`src/oag_params.svh`:
```
`ifndef OAG_PARAMS_SVH
`define OAG_PARAMS_SVH

// register numbering
`define OAG_PC_IDX 3'h7
`define OAG_SP_IDX 3'h6

// pointer steps
`define OAG_STEP_WORD 16'h0002
`define OAG_STEP_BYTE 16'h0001

// operand field positions inside the instruction word
`define OAG_SRC_LSB 6
`define OAG_DST_LSB 0

// mode codes
`define OAG_MODE_REG 3'h0
`define OAG_MODE_REG_DEF 3'h1
`define OAG_MODE_AUTOINC 3'h2
`define OAG_MODE_AUTOINC_DEF 3'h3
`define OAG_MODE_AUTODEC 3'h4
`define OAG_MODE_AUTODEC_DEF 3'h5
`define OAG_MODE_INDEX 3'h6
`define OAG_MODE_INDEX_DEF 3'h7

// reset values
`define OAG_REG_RESET 16'h0000

`endif

```
`src/oag_pkg.sv`:
```
package oag_pkg;

   typedef struct packed {
      logic [15:0] instr;
      logic src_sel;
      logic byte_op;
   } oag_req_t;

   typedef struct packed {
      logic [15:0] ea;
      logic in_reg;
      logic [2:0] reg_num;
   } oag_result_t;

   typedef enum logic [1:0] {
      ST_IDLE,
      ST_INDEX_FETCH,
      ST_INDEX_ADD,
      ST_POINTER
   } oag_state_t;

endpackage
```
`src/oag_operand_address_generator.sv`:
```
// Functional notes
// - register seven is the program counter
// - each word fetch via PC adds two
// - byte operations still step PC by two
// - immediate is autoincrement on the PC
// - absolute is autoincrement deferred on PC
// - relative is index on the updated PC
// - relative base equals instruction address plus four
// - relative deferred reads pointer at PC-relative sum
// - mode one uses register as address
// - mode two uses then increments register
// - mode three pointer, then increment two
// - mode four decrements then uses register
// - mode five decrements two, then pointer
// - index adds next word to register
// - index deferred reads pointer at sum
// - low mode bit selects deferred form
// - source bits 11-6, destination bits 5-0
`timescale 1ns/1ps
`include "oag_params.svh"

module oag_operand_address_generator (
   // clock and reset
   input wire logic ref_clk,
   input wire logic reset,
   // request from instruction decode
   input wire logic start,
   input wire oag_pkg::oag_req_t req,
   // result
   output oag_pkg::oag_result_t result,
   output logic done,
   output logic busy,
   // memory read port for extension words and pointers
   output logic mem_rd_req,
   output logic [15:0] mem_addr,
   input wire logic mem_rd_ack,
   input wire logic [15:0] mem_rd_data,
   // general register access from the rest of the cpu
   input wire logic reg_wr_en,
   input wire logic [2:0] reg_wr_sel,
   input wire logic [15:0] reg_wr_data,
   input wire logic [2:0] reg_rd_sel,
   output logic [15:0] reg_rd_data,
   output logic [15:0] pc_value
);
   import oag_pkg::*;

   ////////////////////////////////////////////////////////////////////////
   logic [15:0] gr_reg [0:7];
   oag_state_t state_reg;
   logic [2:0] mode_reg;
   logic [2:0] sel_reg;
   logic [15:0] index_reg;
   logic [5:0] field;
   logic [2:0] cur_mode;
   logic [2:0] cur_sel;
   logic [15:0] base;
   logic [15:0] step;
   logic [15:0] index_sum;
   logic upd_en;
   logic [2:0] upd_sel;
   logic [15:0] upd_val;
   logic go;

   assign go = start && (state_reg == ST_IDLE);
   // source and destination fields decode independently
   assign field = req.src_sel ? req.instr[`OAG_SRC_LSB +: 6] : req.instr[`OAG_DST_LSB +: 6];
   assign cur_mode = (state_reg == ST_IDLE) ? field[5:3] : mode_reg;
   assign cur_sel = (state_reg == ST_IDLE) ? field[2:0] : sel_reg;
   // register seven is read from the same file, so pc modes fall out of the general ones
   assign base = gr_reg[cur_sel];
   // byte step only for r0-r5 in the non-deferred auto modes
   assign step = (req.byte_op && cur_sel < `OAG_SP_IDX && !cur_mode[0]) ? `OAG_STEP_BYTE
                 : `OAG_STEP_WORD;
   // pc has already stepped past the index word here, giving instruction address plus four
   assign index_sum = base + index_reg;

   ////////////////////////////////////////////////////////////////////////
   // register update requested by the generator
   always_comb begin
      upd_en = 1'b0;
      upd_sel = cur_sel;
      upd_val = base;
      if (go) begin
         case (cur_mode)
            `OAG_MODE_AUTOINC: begin
               upd_en = 1'b1;
               upd_val = base + step;
            end
            `OAG_MODE_AUTOINC_DEF: begin
               upd_en = 1'b1;
               upd_val = base + `OAG_STEP_WORD;
            end
            `OAG_MODE_AUTODEC: begin
               upd_en = 1'b1;
               upd_val = base - step;
            end
            `OAG_MODE_AUTODEC_DEF: begin
               upd_en = 1'b1;
               upd_val = base - `OAG_STEP_WORD;
            end
            default: begin
               upd_en = 1'b0;
            end
         endcase
      end else if (state_reg == ST_INDEX_FETCH && mem_rd_ack) begin
         upd_en = 1'b1;
         upd_sel = `OAG_PC_IDX;
         upd_val = gr_reg[`OAG_PC_IDX] + `OAG_STEP_WORD;
      end
   end

   ////////////////////////////////////////////////////////////////////////
   // general registers; the generator's own update wins over an outside write
   genvar gi;
   generate
      for (gi = 0; gi < 8; gi++) begin : g_gr
         always_ff @(posedge ref_clk or posedge reset) begin
            if (reset) begin
               gr_reg[gi] <= `OAG_REG_RESET;
            end else if (upd_en && upd_sel == 3'(gi)) begin
               gr_reg[gi] <= upd_val;
            end else if (reg_wr_en && reg_wr_sel == 3'(gi)) begin
               gr_reg[gi] <= reg_wr_data;
            end
         end
      end
   endgenerate

   always_ff @(posedge ref_clk or posedge reset) begin
      if (reset) begin
         reg_rd_data <= `OAG_REG_RESET;
         pc_value <= `OAG_REG_RESET;
      end else begin
         reg_rd_data <= gr_reg[reg_rd_sel];
         pc_value <= (upd_en && upd_sel == `OAG_PC_IDX) ? upd_val : gr_reg[`OAG_PC_IDX];
      end
   end

   ////////////////////////////////////////////////////////////////////////
   // sequencing
   always_ff @(posedge ref_clk or posedge reset) begin
      if (reset) begin
         state_reg <= ST_IDLE;
         mode_reg <= `OAG_MODE_REG;
         sel_reg <= 3'h0;
         index_reg <= `OAG_REG_RESET;
         result <= '0;
         done <= 1'b0;
         busy <= 1'b0;
         mem_rd_req <= 1'b0;
         mem_addr <= `OAG_REG_RESET;
      end else begin
         done <= 1'b0;
         case (state_reg)
            ST_IDLE: begin
               if (go) begin
                  mode_reg <= cur_mode;
                  sel_reg <= cur_sel;
                  result.reg_num <= cur_sel;
                  result.in_reg <= (cur_mode == `OAG_MODE_REG);
                  case (cur_mode)
                     `OAG_MODE_REG: begin
                        result.ea <= 16'h0000;
                        done <= 1'b1;
                     end
                     `OAG_MODE_REG_DEF, `OAG_MODE_AUTOINC: begin
                        result.ea <= base;
                        done <= 1'b1;
                     end
                     `OAG_MODE_AUTODEC: begin
                        result.ea <= base - step;
                        done <= 1'b1;
                     end
                     `OAG_MODE_AUTOINC_DEF: begin
                        mem_addr <= base;
                        mem_rd_req <= 1'b1;
                        busy <= 1'b1;
                        state_reg <= ST_POINTER;
                     end
                     `OAG_MODE_AUTODEC_DEF: begin
                        mem_addr <= base - `OAG_STEP_WORD;
                        mem_rd_req <= 1'b1;
                        busy <= 1'b1;
                        state_reg <= ST_POINTER;
                     end
                     default: begin
                        mem_addr <= gr_reg[`OAG_PC_IDX];
                        mem_rd_req <= 1'b1;
                        busy <= 1'b1;
                        state_reg <= ST_INDEX_FETCH;
                     end
                  endcase
               end
            end
            ST_INDEX_FETCH: begin
               if (mem_rd_ack) begin
                  index_reg <= mem_rd_data;
                  mem_rd_req <= 1'b0;
                  state_reg <= ST_INDEX_ADD;
               end
            end
            ST_INDEX_ADD: begin
               // low mode bit turns the sum into a pointer
               if (mode_reg[0]) begin
                  mem_addr <= index_sum;
                  mem_rd_req <= 1'b1;
                  state_reg <= ST_POINTER;
               end else begin
                  result.ea <= index_sum;
                  done <= 1'b1;
                  busy <= 1'b0;
                  state_reg <= ST_IDLE;
               end
            end
            ST_POINTER: begin
               if (mem_rd_ack) begin
                  result.ea <= mem_rd_data;
                  mem_rd_req <= 1'b0;
                  done <= 1'b1;
                  busy <= 1'b0;
                  state_reg <= ST_IDLE;
               end
            end
            default: begin
               state_reg <= ST_IDLE;
            end
         endcase
      end
   end

   ////////////////////////////////////////////////////////////////////////
   property p_pc_autoinc;
      @(posedge ref_clk) disable iff (reset)
      (go && cur_sel == `OAG_PC_IDX && cur_mode == `OAG_MODE_AUTOINC)
      |=> (pc_value == $past(base) + 16'h0002) && done && result.ea == $past(base);
   endproperty
   a_pc_autoinc: assert property (p_pc_autoinc) else $error("pc immediate step wrong");
   property p_pc_byte_step;
      @(posedge ref_clk) disable iff (reset)
      (go && req.byte_op && cur_sel == `OAG_PC_IDX && cur_mode == `OAG_MODE_AUTOINC)
      |=> gr_reg[`OAG_PC_IDX] == $past(base) + 16'h0002;
   endproperty
   a_pc_byte_step: assert property (p_pc_byte_step) else $error("byte op stepped pc by one");
   property p_byte_autoinc;
      @(posedge ref_clk) disable iff (reset)
      (go && req.byte_op && cur_sel == 3'h0 && cur_mode == `OAG_MODE_AUTOINC && !reg_wr_en)
      |=> gr_reg[0] == $past(base) + 16'h0001;
   endproperty
   a_byte_autoinc: assert property (p_byte_autoinc) else $error("byte autoincrement not by one");
   property p_word_autodec;
      @(posedge ref_clk) disable iff (reset)
      (go && !req.byte_op && cur_mode == `OAG_MODE_AUTODEC)
      |=> done && result.ea == $past(base) - 16'h0002;
   endproperty
   a_word_autodec: assert property (p_word_autodec) else $error("autodecrement address wrong");
   property p_reg_deferred_keep;
      @(posedge ref_clk) disable iff (reset)
      (go && cur_mode == `OAG_MODE_REG_DEF && !reg_wr_en)
      |=> result.ea == $past(base) && gr_reg[$past(cur_sel)] == $past(base);
   endproperty
   a_reg_deferred_keep: assert property (p_reg_deferred_keep) else $error("register deferred changed reg");

   property p_autoinc_def_ptr;
      @(posedge ref_clk) disable iff (reset)
      (go && cur_mode == `OAG_MODE_AUTOINC_DEF)
      |=> mem_rd_req && mem_addr == $past(base) && state_reg == ST_POINTER;
   endproperty
   a_autoinc_def_ptr: assert property (p_autoinc_def_ptr) else $error("autoinc deferred pointer wrong");

   property p_autodec_def_ptr;
      @(posedge ref_clk) disable iff (reset)
      (go && cur_mode == `OAG_MODE_AUTODEC_DEF)
      |=> mem_rd_req && mem_addr == $past(base) - 16'h0002;
   endproperty
   a_autodec_def_ptr: assert property (p_autodec_def_ptr) else $error("autodec deferred pointer wrong");

   property p_index_fetch_pc;
      @(posedge ref_clk) disable iff (reset)
      (state_reg == ST_INDEX_FETCH && mem_rd_ack)
      |=> pc_value == $past(gr_reg[7]) + 16'h0002 && state_reg == ST_INDEX_ADD;
   endproperty
   a_index_fetch_pc: assert property (p_index_fetch_pc) else $error("index fetch did not step pc");

   property p_relative_ea;
      @(posedge ref_clk) disable iff (reset)
      (state_reg == ST_INDEX_ADD && mode_reg == `OAG_MODE_INDEX && sel_reg == `OAG_PC_IDX)
      |=> done && result.ea == $past(pc_value) + $past(index_reg);
   endproperty
   a_relative_ea: assert property (p_relative_ea) else $error("relative address wrong");

   property p_src_field;
      @(posedge ref_clk) disable iff (reset)
      (go && req.src_sel) |=> mode_reg == $past(req.instr[11:9]) && sel_reg == $past(req.instr[8:6]);
   endproperty
   a_src_field: assert property (p_src_field) else $error("source field decoded wrong");
endmodule

```
`config.mk`:
```
export PLATFORM = sky130hd
export DESIGN_NAME = oag_operand_address_generator
export DESIGN_NICKNAME = d
export VERILOG_FILES = /design/src/oag_pkg.sv /design/src/oag_operand_address_generator.sv
export VERILOG_INCLUDE_DIRS = /design/src
export SDC_FILE = /design/constraint.sdc
export NUM_CORES = 1
export LEC_CHECK = 0
export BUFFER_PORTS_ARGS = -buffer_cell sky130_fd_sc_hd__buf_2
export CORE_MARGIN = 4
export CORE_UTILIZATION = 55
export CTS_CLUSTER_DIAMETER = 50
export DETAILED_ROUTE_END_ITERATION = 8
export PLACE_DENSITY = 0.74
export SYNTH_ARGS = -nofsm -noshare
export SYNTH_HDL_FRONTEND = slang
export SYNTH_SLANG_ARGS = --single-unit
export TNS_END_PERCENT = 10
```
`constraint.sdc`:
```
create_clock -name ref_clk -period 11.17 [get_ports ref_clk]
set_clock_uncertainty 0.2 [all_clocks]
set_input_delay 3.351 -clock ref_clk [delete_from_list [all_inputs] [get_ports ref_clk]]
set_output_delay 3.351 -clock ref_clk [all_outputs]
set_load 0.03 [all_outputs]
```
### After elaboration in Yosys (flattened, before gate mapping)

Index checks and enable logic that the tools add are counted.

* register bits after elaboration: 220

* add/subtract/negate cells: 6
* order comparisons: 3
* eq/ne operators: 30
* mux-type cells: 62
* bitwise logic cells: 2
* reduce and logical (&&, ||, !) cells: 47

Operators with widths (count)
* 2-to-1 mux 16 bit: 27
* one-hot mux 16 bit (3 select lines): 3
* binary-select mux 16 bit (select 3 bit): 2
* one-hot mux 16 bit (4 select lines): 1
* adder 16 x 2 -> 16 bit (second input constant): 2
* one-hot mux 16 bit (2 select lines): 1
* equality test 3 bit (second input constant): 10
* logical AND 1 bit: 20
* 2-to-1 mux 20 bit: 1
* equality test 3 x 2 -> 1 bit (second input constant): 6
* nonzero test 2 bit: 9
* adder 16 bit: 1
* adder 16 x 2 -> 16 bit: 1
* subtractor 16 x 2 -> 16 bit: 1
* subtractor 16 x 2 -> 16 bit (second input constant): 1
* 2-to-1 mux 1 bit: 12
* 2-to-1 mux 3 bit: 4
* inequality test 2 bit (second input constant): 6
* AND reduction 4 bit: 3
* 2-to-1 mux 2 bit: 5
* AND reduction 5 bit: 2
* equality test 3 x 1 -> 1 bit (second input constant): 3
* logical NOT 3 bit: 3
* one-hot mux 1 bit (3 select lines): 3
* 16 further kinds: 23

### Longest topological paths before layout

Gate-level depths: netlist of the first run.

* depth after elaboration: 10
* depth in mapped cells: 24
* depth with buffers taken out: 18

### Worst setup path before layout of the first run

Ideal clock, no wire load.

* path kind: input port to flip-flop
* from: input port req[1] in the netlist's numbering
* to: register mem_addr[14]
* library setup time: 121 ps
* arrival time: 7870 ps
* data required time: 10849 ps
* slack: 2979 ps
* stages on the path: 24
* path through: buf_6 -> mux2_4 -> o21ai_4 -> buf_6 -> buf_8 -> buf_12 -> buf_8 -> buf_2 -> mux4_2 -> mux2i_1 -> inv_1 -> ha_1 -> inv_1 -> fa_1 -> nor2b_1 -> o21a_1 -> o21ai_0 -> a21oi_1 -> a41o_1 -> o41ai_1 -> o211ai_1 -> mux2i_1 -> nand2_1 -> o22a_1

* longest elaborated chain between the ends: 10

RTL lines
* from (decl): RTL line oag_operand_address_generator.sv:28 `input wire oag_pkg::oag_req_t req,`
* 2-to-1 mux 6 bit *: RTL line oag_operand_address_generator.sv:67 `` assign field = req.src_sel ? req.instr[`OAG_SRC_LSB +: 6] : req.instr[`OAG_DST_LSB +: 6]; ``
* 2-to-1 mux 3 bit: RTL line oag_operand_address_generator.sv:69 `assign cur_sel = (state_reg == ST_IDLE) ? field[2:0] : sel_reg;`
* NOT 3 -> 4 bit (implied by the code): RTL line oag_operand_address_generator.sv:71 `assign base = gr_reg[cur_sel];`
* binary-select mux 16 bit (select 3 bit): RTL line oag_operand_address_generator.sv:71
* 2-to-1 mux 16 bit (implied by the code) (2 in a row): RTL line oag_operand_address_generator.sv:71
* subtractor 16 x 2 -> 16 bit (no source line)
* one-hot mux 16 bit (3 select lines): RTL line oag_operand_address_generator.sv:162 `case (cur_mode)`
* 2-to-1 mux 16 bit: RTL line oag_operand_address_generator.sv:157 `if (go) begin`
* one-hot mux 16 bit (2 select lines): RTL line oag_operand_address_generator.sv:155 `case (state_reg)`
* to (signal assigned): RTL line oag_operand_address_generator.sv:152 `` mem_addr <= `OAG_REG_RESET; ``
* to (signal assigned): RTL line oag_operand_address_generator.sv:176 `mem_addr <= base;`
* to (signal assigned): RTL line oag_operand_address_generator.sv:182 `` mem_addr <= base - `OAG_STEP_WORD; ``
* to (decl): RTL line oag_operand_address_generator.sv:35 `output logic [15:0] mem_addr,`

Every way passes the cells marked *; elsewhere a longest branch is shown, timed or not. The select of a mux whose other input is x is not followed.
A chain may end at the register's enable or synchronous reset.

### Worst setup path in the final report of the first run

* from: input port req[1] in the netlist's numbering
* to: register result[18] in the netlist's numbering

* longest elaborated chain between the ends: 10

RTL lines
* 2-to-1 mux 6 bit *: RTL line oag_operand_address_generator.sv:67
* 2-to-1 mux 3 bit: RTL line oag_operand_address_generator.sv:69
* less-than comparator 3 bit (no source line) or NOT 3 -> 4 bit (tied branches)
* logical AND 1 bit (no source line) or binary-select mux 16 bit (select 3 bit) (tied branches)
* logical AND 1 bit or 2-to-1 mux 16 bit (tied branches): RTL line oag_operand_address_generator.sv:73, oag_operand_address_generator.sv:71
* 2-to-1 mux 2 bit (no source line) or 2-to-1 mux 16 bit (tied branches)
* subtractor 16 x 2 -> 16 bit: RTL line oag_operand_address_generator.sv:172 `result.ea <= base - step;`
* one-hot mux 16 bit (3 select lines): RTL line oag_operand_address_generator.sv:162
* 2-to-1 mux 20 bit: RTL line oag_operand_address_generator.sv:157
* one-hot mux 16 bit (3 select lines): RTL line oag_operand_address_generator.sv:155
* to (decl): RTL line oag_operand_address_generator.sv:30 `output oag_pkg::oag_result_t result,`

Marked as above.

==> metrics.log, run 1 <==
INFO  metric syn-cell-area = 0.0162 sq mm
INFO  metric htree_num_levels = 1
INFO  metric layout_worst_path_cycle_share = between 70% and 80%
INFO  metric report.final.slew_viol_count = 0
INFO  metric cts_sinks = 220
INFO  metric final.setup.tns = 0 ns
INFO  metric synth.distinct_cells = 94
INFO  metric worstMarginPinSlew = 1.27 ns
INFO  metric fp.coreArea = 0.0289 sq mm
INFO  metric ctsLongestPathBuffers = 3
INFO  metric setup_violations = 0
INFO  metric netlist_instances = 1832
INFO  metric asyncSetResetFlopFracSynth = 100%
INFO  metric vias = ~16000
INFO  metric cts-resized-gates = 0
INFO  metric synth.mux.area_fraction = 18.9%
INFO  metric dieArea = ~0.032 sq mm
INFO  metric path_class = input port to flop
INFO  metric post_synth_top_area_cell = dfrtp_1
INFO  metric post-cts-setup-buffers = 0
INFO  metric max_slew_margin = 14.9%
INFO  metric synthesis.yosys.warnings = 0
INFO  metric largest_reg_flops = 128
INFO  metric avgRoutedWirePerCell = 25.0 um
INFO  metric rsz0062_at_grt = no
INFO  metric drtAntennaViolNets = 0
INFO  metric outcome = complete, no violations
INFO  metric synth_top_flop_cell = dfrtp_1
INFO  metric cap_violations = 0
INFO  metric grt_antenna_before_repair = 1
INFO  metric die-width = 180 um
INFO  metric post_synth_most_frequent_cells = nand2_1, dfrtp_1, nor2_1
INFO  metric cts.reportedPaths.clkPinSlew = 0.06 ns
INFO  metric place.detailed.hpwl = between 30000 and 40000 um
INFO  metric synth.area.top_cells = dfrtp_1, mux2_2, nand2_1
INFO  metric ys_seq_area_share = 33.9%
INFO  metric clock_tree_from_tritoncts = done
INFO  metric drc_errors = 0
INFO  metric via_per_inst = 6.80
INFO  metric synthXorXnorAreaFrac = around 2.8%
INFO  metric crit_required = about 11 ns
INFO  metric cts_inserted_buffers = 31
INFO  metric synth-adder-area-share = 2.14%
INFO  metric critPathCaptureType = flop
INFO  metric synth_top_area_share = 33.9%
INFO  metric synth.ff_latch_count = 220
INFO  metric grt_pass1_wl = around 90000 um
INFO  metric final_layout_size_suffix_gt1_share = 22.1%
INFO  metric synth.avg_cell_area = about 9 sq um
INFO  metric portBuffers = between 100 and 150
INFO  metric floorplan.initialDensity = between 50% and 60%
INFO  metric routed_wl = 57700 um
INFO  metric finish.net_count = 1989
INFO  metric drt_pass1_iterations = 6
INFO  metric first_global_vias = 15300
INFO  metric max_freq = ~110 MHz
INFO  metric globalplace.congestion = 0.970
INFO  metric io_pins = roughly 130
INFO  metric report.final.hold_viol_count = 0
INFO  metric core_rows = 62
INFO  metric syn-num-nets = 1919
INFO  metric min_path_type = flop to flop
INFO  metric insertion_delay = 0.58 ns
INFO  metric first_iter_violations = 1644
INFO  metric largest_family_of_logic_cells_by_synthesized_area = compound AO/OA/AOI/OAI gates
INFO  metric cts-hold-fix-buffers = 0
INFO  metric finalCriticalPeriod = 8.90 ns
INFO  metric area_growth_syn_to_layout = 11.9%
INFO  metric largest_net_degree_at_the_start_of_global_routing = between 100 and 150
INFO  metric globalRoute.totalOverflow = 0
INFO  metric cts_root_buffer = clkbuf_16
INFO  metric cp_data_arrival_time = 9.16 ns
INFO  metric grt_use_total = 34.2%
INFO  metric die_y = 180 um
INFO  metric synth.most_common_cell = nand2_1
INFO  metric fraction_of_the_mapped_netlist_area_in_compound_gates = approximately a fifth
INFO  metric crit_path_start_kind = input port
INFO  metric synth_enable_flop_cells = 0
INFO  metric simple_gate_fraction_of_synth_area = 16.5%
INFO  metric worst_path_fanout_max = 28
==> worst paths after layout <==
path                                          start                      to  slack, ns  depth (start not counted)
min                           result[3]$_DFFE_PP0P_   result[3]$_DFFE_PP0P_       0.27                          2
min reg2reg                   result[3]$_DFFE_PP0P_   result[3]$_DFFE_PP0P_       0.27                          2
max reg2reg                state_reg[0]$_DFFE_PP0P_  result[18]$_DFFE_PP0P_       4.28                         20
max                                          req[1]  result[18]$_DFFE_PP0P_       2.27                         19
max in group asynchronous                     reset  result[18]$_DFFE_PP0P_       6.08                          4
min in group asynchronous                     reset  gr_reg[66]$_DFFE_PP0P_       2.69                          2
==> critical path, stage by stage <==
cell and delay [ns]:
buf_2 0.22, mux2_4 0.40, o21ai_4 0.73, mux4_2 0.60, mux2i_1 0.77, inv_1 0.21, ha_1 0.28, inv_1 0.08
fa_1 0.22, nor2b_1 0.07, o21a_1 0.19, o21ai_0 0.27, a21oi_1 0.19, a41o_1 0.30, o41ai_1 0.51, o211ai_1 0.20
mux2i_1 0.24, o2111ai_1 0.17, o21a_1 0.14
==> routing by layer <==
metal	part of all wire [%]	track usage, %	up-vias
met5	0.021	0	-
met2	45	54.4	1033
li1	-	-	6868
met4	5.3	14.8	2
met1	39	44.9	7557
met3	11	8.43	246
==> logic make-up (layout without fill, tap and decap cells) <==
logic type / Yosys count / after routing
xor gates and xnor gates: 51 / 51
AOI/OAI and AO/OA: 506 / 506
DFF: 220 / 220
adders and majority gates: 26 / 26
buffers and inverters: 178 / 271
other: 0 / 1
and+or+nand+nor: 610 / 610
muxes: 241 / 241
==> cells in the final DEF, fill, tap and decap left out, types with 31 or more instances in the layout <==
master | synthesis | routed
nor2_1 | 161 | 160
dfrtp_1 | 220 | 220
o21ai_0 | 137 | 137
clkbuf_16 | 0 | 31
inv_1 | 40 | 39
mux2_2 | 114 | 114
mux2i_1 | 82 | 82
buf_2 | 23 | 127
nand3_1 | 42 | 42
nand2_1 | 289 | 289
buf_4 | 2 | 44
a21oi_1 | 101 | 100
mux4_2 | 39 | 39
xnor2_1 | 43 | 43
o211ai_1 | 36 | 36
==> metrics by stage <==
| stage | cell area [sq um] | hold WS (ns) | std cells | worst slack, ns | utilization (%) |
|---|---|---|---|---|---|
| 2_1_floorplan | 16200 | 0.248 | 1832 | 1.60 | - |
| 3_3_place_gp | 17100 | 0.260 | 2253 | 1.95 | 59.0 |
| 3_5_place_dp | 17100 | 0.265 | 2253 | 1.88 | 59.0 |
| 4_1_cts | 18200 | 0.278 | 2309 | 2.43 | 62.8 |
| 5_1_grt | 18200 | 0.291 | 2309 | 1.94 | 62.8 |
| 6_report | 18200 | 0.275 | 2310 | 2.27 | 62.8 |
==> area by class of cell <==
cell class	instances	area, sq um
multi-input combinational	1434	9940
sequential	220	5510
antenna	1	2.50
clock buffer	42	907
clock inverter	14	165
inverter	43	169
timing repair buffer	172	986
tap	384	480
fill	2478	10800
Power of run 1 is not shown: default switching activity piles up to over one toggle a cycle in this logic, so the estimate is an artifact.
==> run 2: changes to the inputs <==
ABC_AREA = 1   (was not set)
clock period = 9.2 ns   (was 11.17 ns; I/O delays follow)
==> run 2 against run 1 <==
Sequential share of layout area up 0.90 points; non-clock buffer count down 12; register-to-register slack worse by 1.2 ns; worst hold slack better by 0.0039 ns; synthesized area down 2.0%; global-route usage up 2.0 points; first-iteration DRC count up 27%.
==> metrics.log, run 2 <==
INFO  metric outcome = complete, no violations
INFO  metric setup_violations = 0
INFO  metric max_freq = 145 MHz
INFO  metric syn-cell-area = around 0.016 sq mm
INFO  metric synth.most_common_cell = nand2_1
INFO  metric finish.net_count = 2519
INFO  metric number_of_diodes_added_for_antenna_fixing = 0
INFO  metric synth.avg_cell_area = slightly below 7 sq um
INFO  metric synth.ff_latch_count = 220
INFO  metric asyncSetResetFlopFracSynth = 100%
INFO  metric via_per_inst = around 6.2
INFO  metric cp_data_arrival_time = 7.15 ns
INFO  metric finalCriticalPeriod = roughly 6.9 ns
INFO  metric largest_reg_flops = 128
INFO  metric final_layout_size_suffix_gt1_share = 12.7%
INFO  metric dieArea = 0.0317 sq mm
INFO  metric globalRoute.totalOverflow = 0
INFO  metric routed_wl = about 59000 um
INFO  metric cts_root_buffer = clkbuf_16
INFO  metric synth.distinct_cells = 54
INFO  metric die-width = between 150 and 200 um
INFO  metric fillCellCount = about 2700
INFO  metric cp_slowest_stage_delay = between 0.6 and 0.7 ns
INFO  metric path_class = input port to flop
INFO  metric max_slew_margin = around 27%
INFO  metric place.detailed.hpwl = 41200 um
INFO  metric die_y = 178 um
INFO  metric cp_num_buf_inv = 7
INFO  metric netlist_instances = approximately 2400
INFO  metric portBuffers = between 100 and 150
INFO  metric post-cts-setup-buffers = 0
INFO  metric cpLargestDelayFamily = compound AO/OA/AOI/OAI gates
INFO  metric whs = ~0.28 ns
INFO  metric first_iter_violations = 2089
INFO  metric area_growth_syn_to_layout = 10.9%
INFO  metric post_synth_most_frequent_cells = nand2_1, nand3_1, o21ai_0
INFO  metric post_synth_top_area_cell = dfrtp_1
INFO  metric report.final.slew_viol_count = 0
INFO  metric cts_sinks = between 200 and 250
INFO  metric avgRoutedWirePerCell = approximately 21 um
INFO  metric largest_net_degree_at_the_start_of_global_routing = slightly above 100
INFO  metric floorplan.initialDensity = between 50 and 60%
INFO  metric rsz0062_at_grt = no
INFO  metric io_pins = 132
INFO  metric cap_violations = 0
INFO  metric cts_inserted_buffers = 30
INFO  metric fp.coreArea = 0.0286 sq mm
INFO  metric layout_worst_path_cycle_share = between 70% and 80%
INFO  metric seq_area = 0.00551 sq mm
INFO  metric grt_use_total = 36.3%
INFO  metric synth_top_area_share = 34.6%
INFO  metric vias = approximately 18000
INFO  metric first_global_vias = 16200
INFO  metric drt_pass1_iterations = 7
INFO  metric critPathCaptureType = flop
INFO  metric syn-num-nets = 2452
INFO  metric synth_top_flop_cell = dfrtp_1
INFO  metric grt_antenna_before_repair = 0
INFO  metric postLayoutSetupSlackWorst = approximately 2.3 ns
INFO  metric clock_tree_from_tritoncts = done
INFO  metric cts-hold-fix-buffers = 0
INFO  metric synth_enable_flop_cells = 0
INFO  metric worst_path_fanout_max = 16
INFO  metric multi_input_area = 0.00899 sq mm
INFO  metric worstMarginPinSlew = 1.10 ns
INFO  metric ctsLongestPathBuffers = 3
INFO  metric crit_path_start_kind = input port
INFO  metric synth.area.top_cells = dfrtp_1, nand2_1, nand3_1
INFO  metric report.final.hold_viol_count = 0
INFO  metric drtAntennaViolNets = 0
INFO  metric synthesis.yosys.warnings = 0
INFO  metric insertion_delay = roughly 0.59 ns
INFO  metric ys_seq_area_share = 34.6%
INFO  metric min_path_type = flop to flop
INFO  metric final_common_cell = nand2_1
INFO  metric globalplace.congestion = 0.948
INFO  metric final_cell_mix = nand2_1, nand3_1, o21ai_0
INFO  metric final.setup.tns = 0 ns
INFO  metric cts.reportedPaths.clkPinSlew = 0.06 ns
INFO  metric drc_errors = 0
INFO  metric worst_path_max_delay_cell = o21ai_0
INFO  metric core_rows = 62
INFO  metric cts-resized-gates = 0
INFO  metric preCtsSetupSlack = 1.96 ns
INFO  metric crit_required = 9.46 ns
INFO  metric grt_pass1_wl = 90700 um
INFO  metric htree_num_levels = 1
==> run 2: cell families (layout without fill, tap and decap cells) <==
logic type	Yosys count	in the layout	share of synthesized area (%)
and+or+nand+nor	1239	1239	34.2
AOI/OAI and AO/OA	540	540	19.4
buffers and inverters	327	417	8.96
DFF	220	220	34.6
adders and majority gates	26	26	2.19
xor gates and xnor gates	13	13	0.716
==> run 2: worst paths after layout <==
| kind | endpoint | depth (start not counted) | slack (ns) | startpoint |
|---|---|---|---|---|
| worst max-delay path | result[18]$_DFFE_PP0P_ | 25 | 2.32 | req[1] |
| max in group asynchronous | gr_reg[126]$_DFFE_PP0P_ | 3 | 5.28 | reset |
| min in group asynchronous | state_reg[0]$_DFFE_PP0P_ | 2 | 2.11 | reset |
| worst min register to register | result[11]$_DFFE_PP0P_ | 2 | 0.28 | result[11]$_DFFE_PP0P_ |
| worst max register to register | pc_value[6]$_DFF_PP0_ | 25 | 3.04 | state_reg[0]$_DFFE_PP0P_ |
| worst min-delay path | result[11]$_DFFE_PP0P_ | 2 | 0.28 | result[11]$_DFFE_PP0P_ |
==> run 2: through the flow <==
step                instance area (sq um)  std cells  utilization [%]
floorplan                           15900       2365                -
global placement                    16600       2784             58.1
detailed placement                  16600       2784             58.1
CTS                                 17600       2839             61.6
global route                        17600       2839             61.6
finish                              17600       2839             61.6
==> run 2: layout make-up <==
class	instances	area share (%)
Multi-Input combinational cell	1818	51.0
Sequential cell	220	31.2
Timing Repair Buffer	160	5.01
Clock buffer	36	4.44
Inverter	202	4.34
Tap cell	384	2.72
Clock inverter	19	1.31
==> run 2: layer usage <==
layer / share of wire (%) / vias to the layer above / global-route usage, %
li1: - / 8073 / -
met1: 39 / 8099 / 49.2
met2: 44 / 1249 / 56.4
met3: 12 / 219 / 6.91
met4: 4.8 / 0 / 16.4
met5: 0 / - / 0
==> run 2: worst reg2reg max path: cells and delay by family (launching register included) <==
family | cells | cell delay [ns]
fa+ha+maj | 2 | 0.64
flops | 1 | 0.42
buf+inv | 6 | 1.50
simple gates | 11 | 2.10
xor+xnor | 1 | 0.09
compound gates | 5 | 0.98
Power of run 2 is left out for the same reason.
